--- src/rtl/adc_seq_defines.svh ---
`ifndef ADC_SEQ_DEFINES_SVH
`define ADC_SEQ_DEFINES_SVH

// register byte offsets
`define OFS_CTRL_ONE      12'h000
`define OFS_CTRL_MODE     12'h004
`define OFS_INPUT_SEL     12'h008
`define OFS_SCAN_SEL      12'h00C
`define OFS_PIN_CFG       12'h010
`define OFS_DMA_PER       12'h014
`define OFS_SAMPLE_TIME   12'h018
`define OFS_STATUS        12'h01C
`define OFS_RESULT_BASE   12'h040

// converter_control_one fields
`define B_ON              15
`define B_IDLE_STOP       13
`define B_DMA_ORDER       12
`define B_RES             10
`define F_FORM_LSB        8
`define F_SSRC_LSB        5
`define B_SIMSAM          3
`define B_AUTO_SAMPLE_START            2
`define B_SAMPLE_ACTIVE            1
`define B_DONE            0
`define CTRL_ONE_MASK     16'hB7EF

// mode register fields
`define B_ALT             0
`define B_SCAN            1
`define F_CHPS_LSB        2

// reset values
`define RST_CTRL_ONE      16'h0000
`define RST_MODE          4'h0
`define RST_INPUT_SEL     32'h0000_0000
`define RST_SCAN_SEL      32'h0000_0000
`define RST_PIN_CFG       32'h0000_0000
`define RST_DMA_PER       3'h0
`define RST_SAMPLE_TIME   5'h01

`endif

--- src/rtl/adc_seq_pkg.sv ---
package adc_seq_pkg;

  typedef enum logic [1:0] {FMT_INT, FMT_SINT, FMT_FRAC, FMT_SFRAC} format_t;

  typedef enum logic [2:0] {TRG_SW, TRG_EXT, TRG_TMR_A, TRG_PWM1,
                            TRG_TMR_B, TRG_PWM2, TRG_RSVD, TRG_COUNT} trig_src_t;

  typedef enum {S_IDLE, S_SAMPLE, S_CONVERT} seq_state_t;

  typedef struct packed {
    logic       start;
    logic [1:0] chan;
    logic [4:0] ain;
  } conv_req_t;

  typedef struct packed {
    logic        done;
    logic [11:0] data;
  } conv_res_t;

  typedef struct packed {
    logic        req;
    logic [11:0] addr;
  } dma_req_t;

endpackage

--- src/rtl/sar_adc_sequencer_control.sv ---
// How it works
// - bit 15 on runs the converter; off stops all sampling and conversion.
// - with idle_stop set, sampling and triggering halt while the device idles; conversions of already sampled channels still complete.
// - dma_build_order picks conversion-order or input-indexed scatter/gather dma addresses.
// - resolution_select 1 gives 12-bit single channel, 0 gives 10-bit one, two or four channels by chps.
// - 10-bit results use one of four 16-bit layouts by output_format.
// - 12-bit results use the same four codes with 12-bit layouts.
// - trigger code picks counter, external pin edge, software clear; 110 never fires.
// - codes 010/100 use timer compares, 011/101 the two pwm events.
// - scan mode converts selected inputs on sample_hold_zero in ascending order.
// - simultaneous mode samples channels together then converts each; default is sequential.
// - each sample picks set a or set b, optionally alternating per sequence.
// - up to 32 analog inputs route onto four sample-and-hold channels 0..3.
// - without dma, results fill a 16-word buffer, locations 0..F.
// - with dma, one result word and a request move each result out.
// - stored raw results are formatted at the moment they are read.
// - result storage has no reset; contents stay undefined until written.
// - dma_results_per_input sets scatter/gather results held per analog input.
// - pin_analog_config chooses analog or digital per pin.
// - auto_sample_start re-arms sampling after each sequence; otherwise software sets it.
// - done sets on completion, clears on new start or software zero write.
//
// Implementation choices: the register offsets and register access over APB.
`timescale 1ns/100ps
`include "adc_seq_defines.svh"
module sar_adc_sequencer_control
#(
  parameter int ADDR_W    = 12,
  parameter bit HAS_DMA   = 1'b0,
  parameter int BUF_DEPTH = 16
)
(
  input  wire logic                    clk_sys,
  input  wire logic                    rst,
  input  wire logic                    psel,
  input  wire logic                    penable,
  input  wire logic                    pwrite,
  input  wire logic       [ADDR_W-1:0] paddr,
  input  wire logic             [31:0] pwdata,
  output logic                  [31:0] prdata,
  output logic                         pready,
  output logic                         pslverr,
  input  wire logic                    idle_mode,
  input  wire logic                    external_trigger_pin,
  input  wire logic                    timer_a_match,
  input  wire logic                    timer_b_match,
  input  wire logic                    pwm_one_event,
  input  wire logic                    pwm_two_event,
  input  wire adc_seq_pkg::conv_res_t  conv_res,
  output adc_seq_pkg::conv_req_t       conv_req,
  output logic                   [3:0] sample_hold_en,
  output logic                  [31:0] pin_analog_en,
  output adc_seq_pkg::dma_req_t        dma_req
);
  import adc_seq_pkg::*;

  localparam int IDX_W = $clog2(BUF_DEPTH);

  function automatic logic [4:0] next_scan(input logic [31:0] mask, input logic [4:0] cur);
    logic [4:0] pick;
    logic       found;
    logic [4:0] cand;
    pick  = cur;
    found = 1'b0;
    for (int i = 1; i <= 32; i++)
    begin
      cand = 5'(cur + 5'(i));
      if (!found && mask[cand])
      begin
        pick  = cand;
        found = 1'b1;
      end
    end
    return pick;
  endfunction

  logic       [15:0] ctrl_one_r;
  logic        [3:0] mode_r;
  logic       [31:0] input_sel_r;
  logic       [31:0] scan_sel_r;
  logic       [31:0] pin_cfg_r;
  logic        [2:0] dma_per_r;
  logic        [4:0] sample_time_r;
  logic              sample_active_r,   sample_active_nxt;
  logic              done_r,   done_nxt;
  seq_state_t        st_r,     st_nxt;
  logic        [1:0] chan_r,   chan_nxt;
  logic        [4:0] cnt_r,    cnt_nxt;
  logic              use_b_r,  use_b_nxt;
  logic        [4:0] scan_r,   scan_nxt;
  logic  [IDX_W-1:0] wptr_r;
  logic        [6:0] sub_r;
  logic              pready_r;
  logic       [11:0] buf_mem [BUF_DEPTH];
  logic              start, store, seq_end, hw_set, hw_clr;

  // register bus decode
  wire logic        acc      = psel & penable & ~pready_r;
  wire logic        xfer     = psel & penable & pready_r;
  wire logic        wr       = xfer & pwrite;
  wire logic [11:0] addr     = 12'(paddr);
  wire logic        res_hit  = (addr >= `OFS_RESULT_BASE) && (addr < 12'(`OFS_RESULT_BASE + 4 * (HAS_DMA ? 1 : BUF_DEPTH)));
  wire logic        reg_hit  = (addr[1:0] == 2'h0) && (addr <= `OFS_STATUS || res_hit);
  wire logic        wr_one   = wr && addr == `OFS_CTRL_ONE;

  // field views
  wire logic        on       = ctrl_one_r[`B_ON];
  wire logic        on_nxt   = wr_one ? pwdata[`B_ON] : on;
  wire logic        res12    = ctrl_one_r[`B_RES];
  wire logic        auto_sample_start     = ctrl_one_r[`B_AUTO_SAMPLE_START];
  wire logic        simsam   = ctrl_one_r[`B_SIMSAM] & ~res12;
  wire trig_src_t   ssrc     = trig_src_t'(ctrl_one_r[`F_SSRC_LSB +: 3]);
  wire format_t     form     = format_t'(ctrl_one_r[`F_FORM_LSB +: 2]);
  wire logic [1:0]  chps     = mode_r[`F_CHPS_LSB +: 2];
  wire logic        halt     = ctrl_one_r[`B_IDLE_STOP] & idle_mode;
  wire logic        run      = on & ~halt;
  wire logic [1:0]  last_ch  = res12 ? 2'h0 : (chps == 2'h0) ? 2'h0 : (chps == 2'h1) ? 2'h1 : 2'h3;

  // trigger decode; the pin edge uses the previous sample
  logic ext_q;
  wire logic ext_edge = external_trigger_pin & ~ext_q;
  wire logic cnt_done = cnt_r >= sample_time_r;
  wire logic trig = (ssrc == TRG_SW)    ? ~sample_active_r :
                    (ssrc == TRG_EXT)   ? ext_edge :
                    (ssrc == TRG_COUNT) ? cnt_done :
                    (ssrc == TRG_TMR_A) ? timer_a_match :
                    (ssrc == TRG_TMR_B) ? timer_b_match :
                    (ssrc == TRG_PWM1)  ? pwm_one_event :
                    (ssrc == TRG_PWM2)  ? pwm_two_event : 1'b0;

  // input selection per sample-and-hold channel
  wire logic [4:0] set_zero = use_b_r ? input_sel_r[20:16] : input_sel_r[4:0];
  wire logic [4:0] set_rest = use_b_r ? input_sel_r[28:24] : input_sel_r[12:8];
  wire logic [4:0] ch0_in   = mode_r[`B_SCAN] ? scan_r : set_zero;
  wire logic [4:0] req_in   = (chan_nxt == 2'h0) ? ch0_in : 5'(set_rest + 5'(chan_nxt) - 5'h1);

  always_comb
  begin
    st_nxt   = st_r;
    chan_nxt = chan_r;
    cnt_nxt  = cnt_r;
    start    = 1'b0;
    store    = 1'b0;
    seq_end  = 1'b0;
    hw_set   = 1'b0;
    hw_clr   = 1'b0;
    unique case (st_r)
      S_IDLE:
        if (run && sample_active_r)
        begin
          st_nxt   = S_SAMPLE;
          chan_nxt = 2'h0;
          cnt_nxt  = 5'h00;
        end
      S_SAMPLE:
        if (run)
        begin
          cnt_nxt = cnt_done ? cnt_r : 5'(cnt_r + 5'h01);
          if (trig)
          begin
            st_nxt = S_CONVERT;
            start  = 1'b1;
            hw_clr = ssrc != TRG_SW;
          end
        end
      S_CONVERT:
        if (conv_res.done)
        begin
          store   = 1'b1;
          cnt_nxt = 5'h00;
          if (chan_r == last_ch)
          begin
            seq_end  = 1'b1;
            chan_nxt = 2'h0;
            st_nxt   = auto_sample_start ? S_SAMPLE : S_IDLE;
            hw_set   = auto_sample_start;
          end
          else
          begin
            chan_nxt = 2'(chan_r + 2'h1);
            // simultaneous: every channel already holds, convert the next at once
            if (simsam)
              start = 1'b1;
            else
            begin
              st_nxt = S_SAMPLE;
              hw_set = 1'b1;
            end
          end
        end
    endcase
    if (!on)
    begin
      st_nxt   = S_IDLE;
      chan_nxt = 2'h0;
      start    = 1'b0;
    end
  end

  // sample_active: hardware set/clear, software writes gated by mode
  always_comb
  begin
    sample_active_nxt = sample_active_r;
    if (wr_one && pwdata[`B_SAMPLE_ACTIVE] && !auto_sample_start)
      sample_active_nxt = 1'b1;
    if (wr_one && !pwdata[`B_SAMPLE_ACTIVE] && ssrc == TRG_SW)
      sample_active_nxt = 1'b0;
    if (hw_clr)
      sample_active_nxt = 1'b0;
    if (hw_set)
      sample_active_nxt = 1'b1;
    // the write that turns the converter on may set sample_active in the same access
    if (!on_nxt)
      sample_active_nxt = 1'b0;
  end

  // set wins over both clears
  assign done_nxt = seq_end ? 1'b1 :
                    start ? 1'b0 :
                    (wr_one && !pwdata[`B_DONE]) ? 1'b0 : done_r;

  assign use_b_nxt = (!on || !mode_r[`B_ALT]) ? 1'b0 : (seq_end ? ~use_b_r : use_b_r);
  assign scan_nxt  = !on ? next_scan(scan_sel_r, 5'h1F) :
                     (seq_end && mode_r[`B_SCAN]) ? next_scan(scan_sel_r, scan_r) : scan_r;

  // dma addressing
  wire logic [11:0] sg_addr  = 12'(({7'h00, conv_req.ain} << dma_per_r) + {5'h00, sub_r});
  wire logic [11:0] ord_addr = 12'(wptr_r);
  wire logic [6:0]  sub_max  = 7'((8'h01 << dma_per_r) - 8'h01);

  // result read path
  wire logic [IDX_W-1:0] rd_idx = HAS_DMA ? '0 : addr[2 +: IDX_W];
  logic [15:0] fmt_word;

  result_formatter u_fmt
  (
    .raw   (buf_mem[rd_idx]),
    .res12 (res12),
    .form  (form),
    .dout  (fmt_word)
  );

  wire logic [15:0] ctrl_one_rd = (ctrl_one_r & `CTRL_ONE_MASK & ~16'h0003)
                                | {15'h0000, done_r} | {14'h0000, sample_active_r, 1'b0};
  wire logic [31:0] rdata = res_hit ? {16'h0000, fmt_word} :
                            (addr == `OFS_CTRL_ONE)    ? {16'h0000, ctrl_one_rd} :
                            (addr == `OFS_CTRL_MODE)   ? {28'h000_0000, mode_r} :
                            (addr == `OFS_INPUT_SEL)   ? (input_sel_r & 32'h1F1F_1F1F) :
                            (addr == `OFS_SCAN_SEL)    ? scan_sel_r :
                            (addr == `OFS_PIN_CFG)     ? pin_cfg_r :
                            (addr == `OFS_DMA_PER)     ? {29'h0000_0000, dma_per_r} :
                            (addr == `OFS_SAMPLE_TIME) ? {27'h000_0000, sample_time_r} :
                            (addr == `OFS_STATUS)      ? {19'h0_0000, use_b_r, 2'h0, chan_r, 3'h0, scan_r} :
                                                         32'h0000_0000;

  always_ff @(posedge clk_sys or posedge rst)
  begin
    if (rst)
    begin
      pready_r <= 1'b0;
      pready   <= 1'b0;
      pslverr  <= 1'b0;
      prdata   <= 32'h0000_0000;
    end
    else
    begin
      pready_r <= acc;
      pready   <= acc;
      pslverr  <= acc & ~reg_hit;
      prdata   <= acc ? rdata : prdata;
    end
  end

  always_ff @(posedge clk_sys or posedge rst)
  begin
    if (rst)
    begin
      ctrl_one_r    <= `RST_CTRL_ONE;
      mode_r        <= `RST_MODE;
      input_sel_r   <= `RST_INPUT_SEL;
      scan_sel_r    <= `RST_SCAN_SEL;
      pin_cfg_r     <= `RST_PIN_CFG;
      dma_per_r     <= `RST_DMA_PER;
      sample_time_r <= `RST_SAMPLE_TIME;
    end
    else if (wr)
    begin
      // writing resolution 1 also forces the simultaneous bit to read zero
      if (addr == `OFS_CTRL_ONE)
        ctrl_one_r <= pwdata[15:0] & `CTRL_ONE_MASK & ~16'h0003
                      & ~({12'h000, pwdata[`B_RES], 3'h0});
      if (addr == `OFS_CTRL_MODE)
        mode_r <= pwdata[3:0];
      if (addr == `OFS_INPUT_SEL)
        input_sel_r <= pwdata & 32'h1F1F_1F1F;
      if (addr == `OFS_SCAN_SEL)
        scan_sel_r <= pwdata;
      if (addr == `OFS_PIN_CFG)
        pin_cfg_r <= pwdata;
      if (addr == `OFS_DMA_PER)
        dma_per_r <= pwdata[2:0];
      if (addr == `OFS_SAMPLE_TIME)
        sample_time_r <= pwdata[4:0];
    end
  end

  always_ff @(posedge clk_sys or posedge rst)
  begin
    if (rst)
    begin
      st_r    <= S_IDLE;
      chan_r  <= 2'h0;
      cnt_r   <= 5'h00;
      sample_active_r  <= 1'b0;
      done_r  <= 1'b0;
      use_b_r <= 1'b0;
      scan_r  <= 5'h00;
      ext_q   <= 1'b0;
    end
    else
    begin
      st_r    <= st_nxt;
      chan_r  <= chan_nxt;
      cnt_r   <= cnt_nxt;
      sample_active_r  <= sample_active_nxt;
      done_r  <= done_nxt;
      use_b_r <= use_b_nxt;
      scan_r  <= scan_nxt;
      ext_q   <= external_trigger_pin;
    end
  end

  // outputs to the analog core, pins and dma
  always_ff @(posedge clk_sys or posedge rst)
  begin
    if (rst)
    begin
      conv_req       <= '0;
      sample_hold_en <= 4'h0;
      pin_analog_en  <= 32'hFFFF_FFFF;
      dma_req        <= '0;
      wptr_r         <= '0;
      sub_r          <= 7'h00;
    end
    else
    begin
      conv_req.start <= start;
      if (start)
      begin
        conv_req.chan <= chan_nxt;
        conv_req.ain  <= req_in;
      end
      sample_hold_en <= (st_nxt != S_SAMPLE) ? 4'h0 :
                        simsam ? 4'(4'hF >> (2'h3 - last_ch)) : 4'(4'h1 << chan_nxt);
      pin_analog_en  <= ~pin_cfg_r;
      dma_req.req    <= HAS_DMA & store;
      if (store)
        dma_req.addr <= ctrl_one_r[`B_DMA_ORDER] ? ord_addr : sg_addr;
      wptr_r <= !on ? '0 : (store ? IDX_W'(wptr_r + 1'b1) : wptr_r);
      sub_r  <= !on ? 7'h00 : (seq_end ? ((sub_r >= sub_max) ? 7'h00 : 7'(sub_r + 7'h01)) : sub_r);
    end
  end

  // result storage deliberately has no reset
  always_ff @(posedge clk_sys)
  begin
    if (store)
      buf_mem[HAS_DMA ? '0 : wptr_r] <= conv_res.data;
  end
endmodule

--- src/rtl/result_formatter.sv ---
`timescale 1ns/100ps
module result_formatter
(
  input  wire logic                  [11:0] raw,
  input  wire logic                         res12,
  input  wire adc_seq_pkg::format_t         form,
  output logic                       [15:0] dout
);
  import adc_seq_pkg::*;

  // raw codes are offset binary, so the sign is the inverted msb
  wire logic        sign10 = ~raw[9];
  wire logic        sign12 = ~raw[11];
  wire logic [15:0] d10;
  wire logic [15:0] d12;

  assign d10 = (form == FMT_SFRAC) ? {sign10, raw[8:0], 6'h00} :
               (form == FMT_FRAC)  ? {raw[9:0], 6'h00} :
               (form == FMT_SINT)  ? {{7{sign10}}, raw[8:0]} :
                                     {6'h00, raw[9:0]};
  assign d12 = (form == FMT_SFRAC) ? {sign12, raw[10:0], 4'h0} :
               (form == FMT_FRAC)  ? {raw, 4'h0} :
               (form == FMT_SINT)  ? {{5{sign12}}, raw[10:0]} :
                                     {4'h0, raw};
  assign dout = res12 ? d12 : d10;

endmodule

--- config.mk ---
export PLATFORM = sky130hd
export DESIGN_NAME = sar_adc_sequencer_control
export DESIGN_NICKNAME = d
export VERILOG_FILES = /design/src/rtl/adc_seq_pkg.sv /design/src/rtl/sar_adc_sequencer_control.sv /design/src/rtl/result_formatter.sv
export VERILOG_INCLUDE_DIRS = /design/src /design/src/rtl
export SDC_FILE = /design/constraint.sdc
export NUM_CORES = 1
export LEC_CHECK = 0
export BUFFER_PORTS_ARGS = -buffer_cell sky130_fd_sc_hd__clkbuf_2
export CAP_MARGIN = 10
export CORE_ASPECT_RATIO = 0.75
export CORE_MARGIN = 1.5
export CORE_UTILIZATION = 30
export CTS_CLUSTER_DIAMETER = 200
export DETAILED_ROUTE_END_ITERATION = 8
export SLEW_MARGIN = 20
export SYNTH_ARGS = -nofsm -noshare
export SYNTH_HDL_FRONTEND = slang
export SYNTH_SLANG_ARGS = --single-unit
--- constraint.sdc ---
create_clock -name clk_sys -period 9.8 [get_ports clk_sys]
set_input_delay 0.49 -clock clk_sys [delete_from_list [all_inputs] [get_ports clk_sys]]
set_output_delay 0.49 -clock clk_sys [all_outputs]
set_load 0.01 [all_outputs]
==> run metrics <==
clock buffer depth=3; number of global-route vias before repair=18344; Core ar.=85600 sq um; max-cap violations=0; sw frac=0.255; CP delay by family, top=simple AND/OR/NAND/NOR gates; first-pass GRT wire length=129 mm; period utilisation layout=0.711; Mapped Nets=2339; r2r startpoint=scan_r[0]; Fin. Hold Viols=0; Worst Slack Setup Final=2.83 ns; CP most frequent cell=mux2_2; count of cell types in the netlist=89; CTS tree=yes; num rows=93; Net Sw Power=1100 uW; Crit. End Element=register; Initial DRT Pass Iterations=6; Slowest-stage cell, CP=ha_1; Final Max Slew Viols=0; Vias=19775; post-place setup slack=2.99 ns; Worst R2R Path Depth=15; Syn-to-layout area delta=14.1%; CP bufs+invs=2; cts bufs inserted=44; post-CTS setup buffers=0; Mapped Cells=2223; clk sinks=448; DP Wirelength=64.1 mm; internal power=3210 uW; Least-Margin Pin Slew=1.11 ns; post-layout util=0.344; worst path required time=10.31 ns; Die ar.=88000 sq um; crit-path max cell delay=0.87 ns; Design Area, Final=29500 sq um; pin count of the biggest net entering global routing=132; Worst setup SP type=register; Clk pin slew, worst setup/hold paths=0.07 ns; worst skew pair latency=0.60 ns; warnings from Yosys=0; clock network power share=0.421; Initial Utilization=0.302; final setup skew=0.0330 ns; DR WL/cell=25.1 microns; GRT overflow=0; htree depth=2; Die Y=257 microns; Worst R2R Setup Slack=2.83 ns; status=finished clean; DRC=0; Period minus WS final=6.97 ns; number of I/O pins=159; root buffer cell=clkbuf_16; CP Cell Sequence=buf_4 > clkinv_1 > ha_1 > mux4_2 > mux2_2 > mux2_2 > mux2_2 > or4b_4 > or2_1 > nor4_4 > nand4_1 > nand4_1 > o21ai_1 > or3_1 > o211ai_1; VDD IR-drop max=0.112 mV; IO Port Bufs=157; Synth async-reset ratio=0.571; share of layout cells above drive strength 1=0.275; leakage power=0.0118 uW; synth top area cells=edfxtp_1, dfrtp_1, mux4_2; post-synthesis sequential area ratio=0.472; EDFF count, synth=192; PD cells=146 nW/um^2; power share of the combinational group=0.105; Post-synth top flop=dfrtp_1; number of synthesized register bits=448; Worst R2R End=scan_r[1]; # setup viols final=0; chip width=342 microns; Hold WC Path Type=input port to async pin; GR Util All Layers=0.196; Routed WL=87.9 mm; Max Freq=144 MHz; antenna violations before repair=11; total power=4310 uW; Iter 0 DRT Violations=2599; crit path DAT=7.48 ns; fin nets=2444; area leader, netlist=edfxtp_1; placed instance area=27900 sq um; Syn Area/Cell=11.6 sq um; unrepaired setup endpoints after global routing=no; Syn Std Cell Area=25900 sq um; critical-path maximum fanout=46; Crit Path Class=register to register; ANT nets after route=0; part of the power in registers=0.474; Max transition margin=0.255; Vias/cell=5.64; gpl congestion=1.02; setup tns final=0 ns; post-synth top area share=0.223
## state kept, by name (all words and copies together) (netlist names), 12 cells and up
signal and count:
prdata 32, pin_analog_en 32, buf_mem 192, dma_req 12, st_r 32, input_sel_r 20, pin_cfg_r 32, scan_sel_r 32
## worst max-delay path by stage
stage,endpoint,slack (ns),cells after the start,startpoint
floorplan,chan_r[0],2.32,1,rst
global placement,scan_r[1],3.03,15,scan_r[0]
detailed placement,scan_r[1],2.99,15,scan_r[0]
CTS,scan_r[1],2.98,15,scan_r[0]
global route,scan_r[1],2.39,15,scan_r[0]
finish,scan_r[1],2.83,15,scan_r[0]
## cells in the final DEF, fill, tap and decap left out, types with 28 or more instances in the layout
master     count
mux2i_1      102
buf_4         52
dfstp_2       33
mux2_2       135
mux4_2       139
inv_1         81
nand3_1       41
nor2_1       119
a21oi_1      109
and3_1        42
clkbuf_16     46
xnor2_1       28
dfrtp_1      221
o21ai_0      113
edfxtp_1     192
nand2_1      219
clkbuf_2     156
ha_1          46
## synthesized netlist by cell type, types with 6 or more instances
cell,instances
dfrtp_1,223
nand2_1,220
edfxtp_1,192
mux4_2,139
mux2_2,135
nor2_1,133
o21ai_0,113
a21oi_1,109
clkbuf_1,105
mux2i_1,102
inv_1,82
ha_1,46
and3_1,42
nand3_1,41
dfstp_2,33
nor3_1,33
xnor2_1,31
nor4_1,25
nor2b_1,23
buf_1,22
a22oi_1,20
and2_1,18
nand2b_1,18
nand4_1,17
o22ai_1,16
xor2_1,16
a22o_1,15
o211ai_1,14
a21o_1,13
o31ai_1,13
or3_1,13
a222oi_1,12
a31oi_1,12
buf_2,11
a211oi_1,10
o21a_1,9
or2_2,9
a221oi_1,8
a311oi_1,7
nor3b_1,7
buf_6,6
o2111ai_1,6
## area by class of cell
class / count / area (sq um)
Inverter: 89 / 342
Antenna cell: 1 / 2.50
Fill cell: 8553 / 56100
Sequential cell: 448 / 12200
Multi-Input combinational cell: 1536 / 12800
Tap cell: 1140 / 1430
Clock buffer: 61 / 1310
Timing Repair Buffer: 209 / 1180
Clock inverter: 21 / 254
## through the flow
stage                     hold slack, ns  std cells
after floorplan                    0.375       2223
after global placement             0.389       3421
after detailed placement           0.398       3421
after CTS                          0.111       3504
after global routing               0.146       3505
final                              0.126       3505
## per-layer routing
layer	vias to the layer above	track usage	wire length, microns
met1	9930	0.307	41000
met3	97	0.0640	10700
met4	18	0.0371	1500
met5	-	0	150
li1	8641	-	-
met2	1089	0.259	34500
## repair_timing
action	4_1_cts	5_1_grt
endpoints found under the setup margin	0	0
endpoints found under the hold margin	1	0
resized for setup	0	0
hold buffers	1	0
## cells by family (layout without fill, tap and decap cells)
| group | after synthesis | count (layout) | synth area share |
|---|---|---|---|
| and+or+nand+nor | 620 | 620 | 0.115 |
| DFF | 448 | 448 | 0.472 |
| AOI/OAI and AO/OA | 442 | 442 | 0.112 |
| muxes | 377 | 377 | 0.220 |
| buffers and inverters | 239 | 380 | 0.0393 |
| adders and majority gates | 48 | 48 | 0.0238 |
| xor gates and xnor gates | 48 | 48 | 0.0165 |
| other | 1 | 2 | 0.000145 |
## power groups by stage
stage | clock network (uW) | registers (uW) | logic, uW
floorplan | 0 | 2070 | 271
global placement | 0 | 2080 | 450
detailed placement | 0 | 2080 | 447
CTS | 1850 | 2040 | 451
global route | 1920 | 2050 | 499
finish | 1810 | 2040 | 454
(Power assumes the default switching activity.)
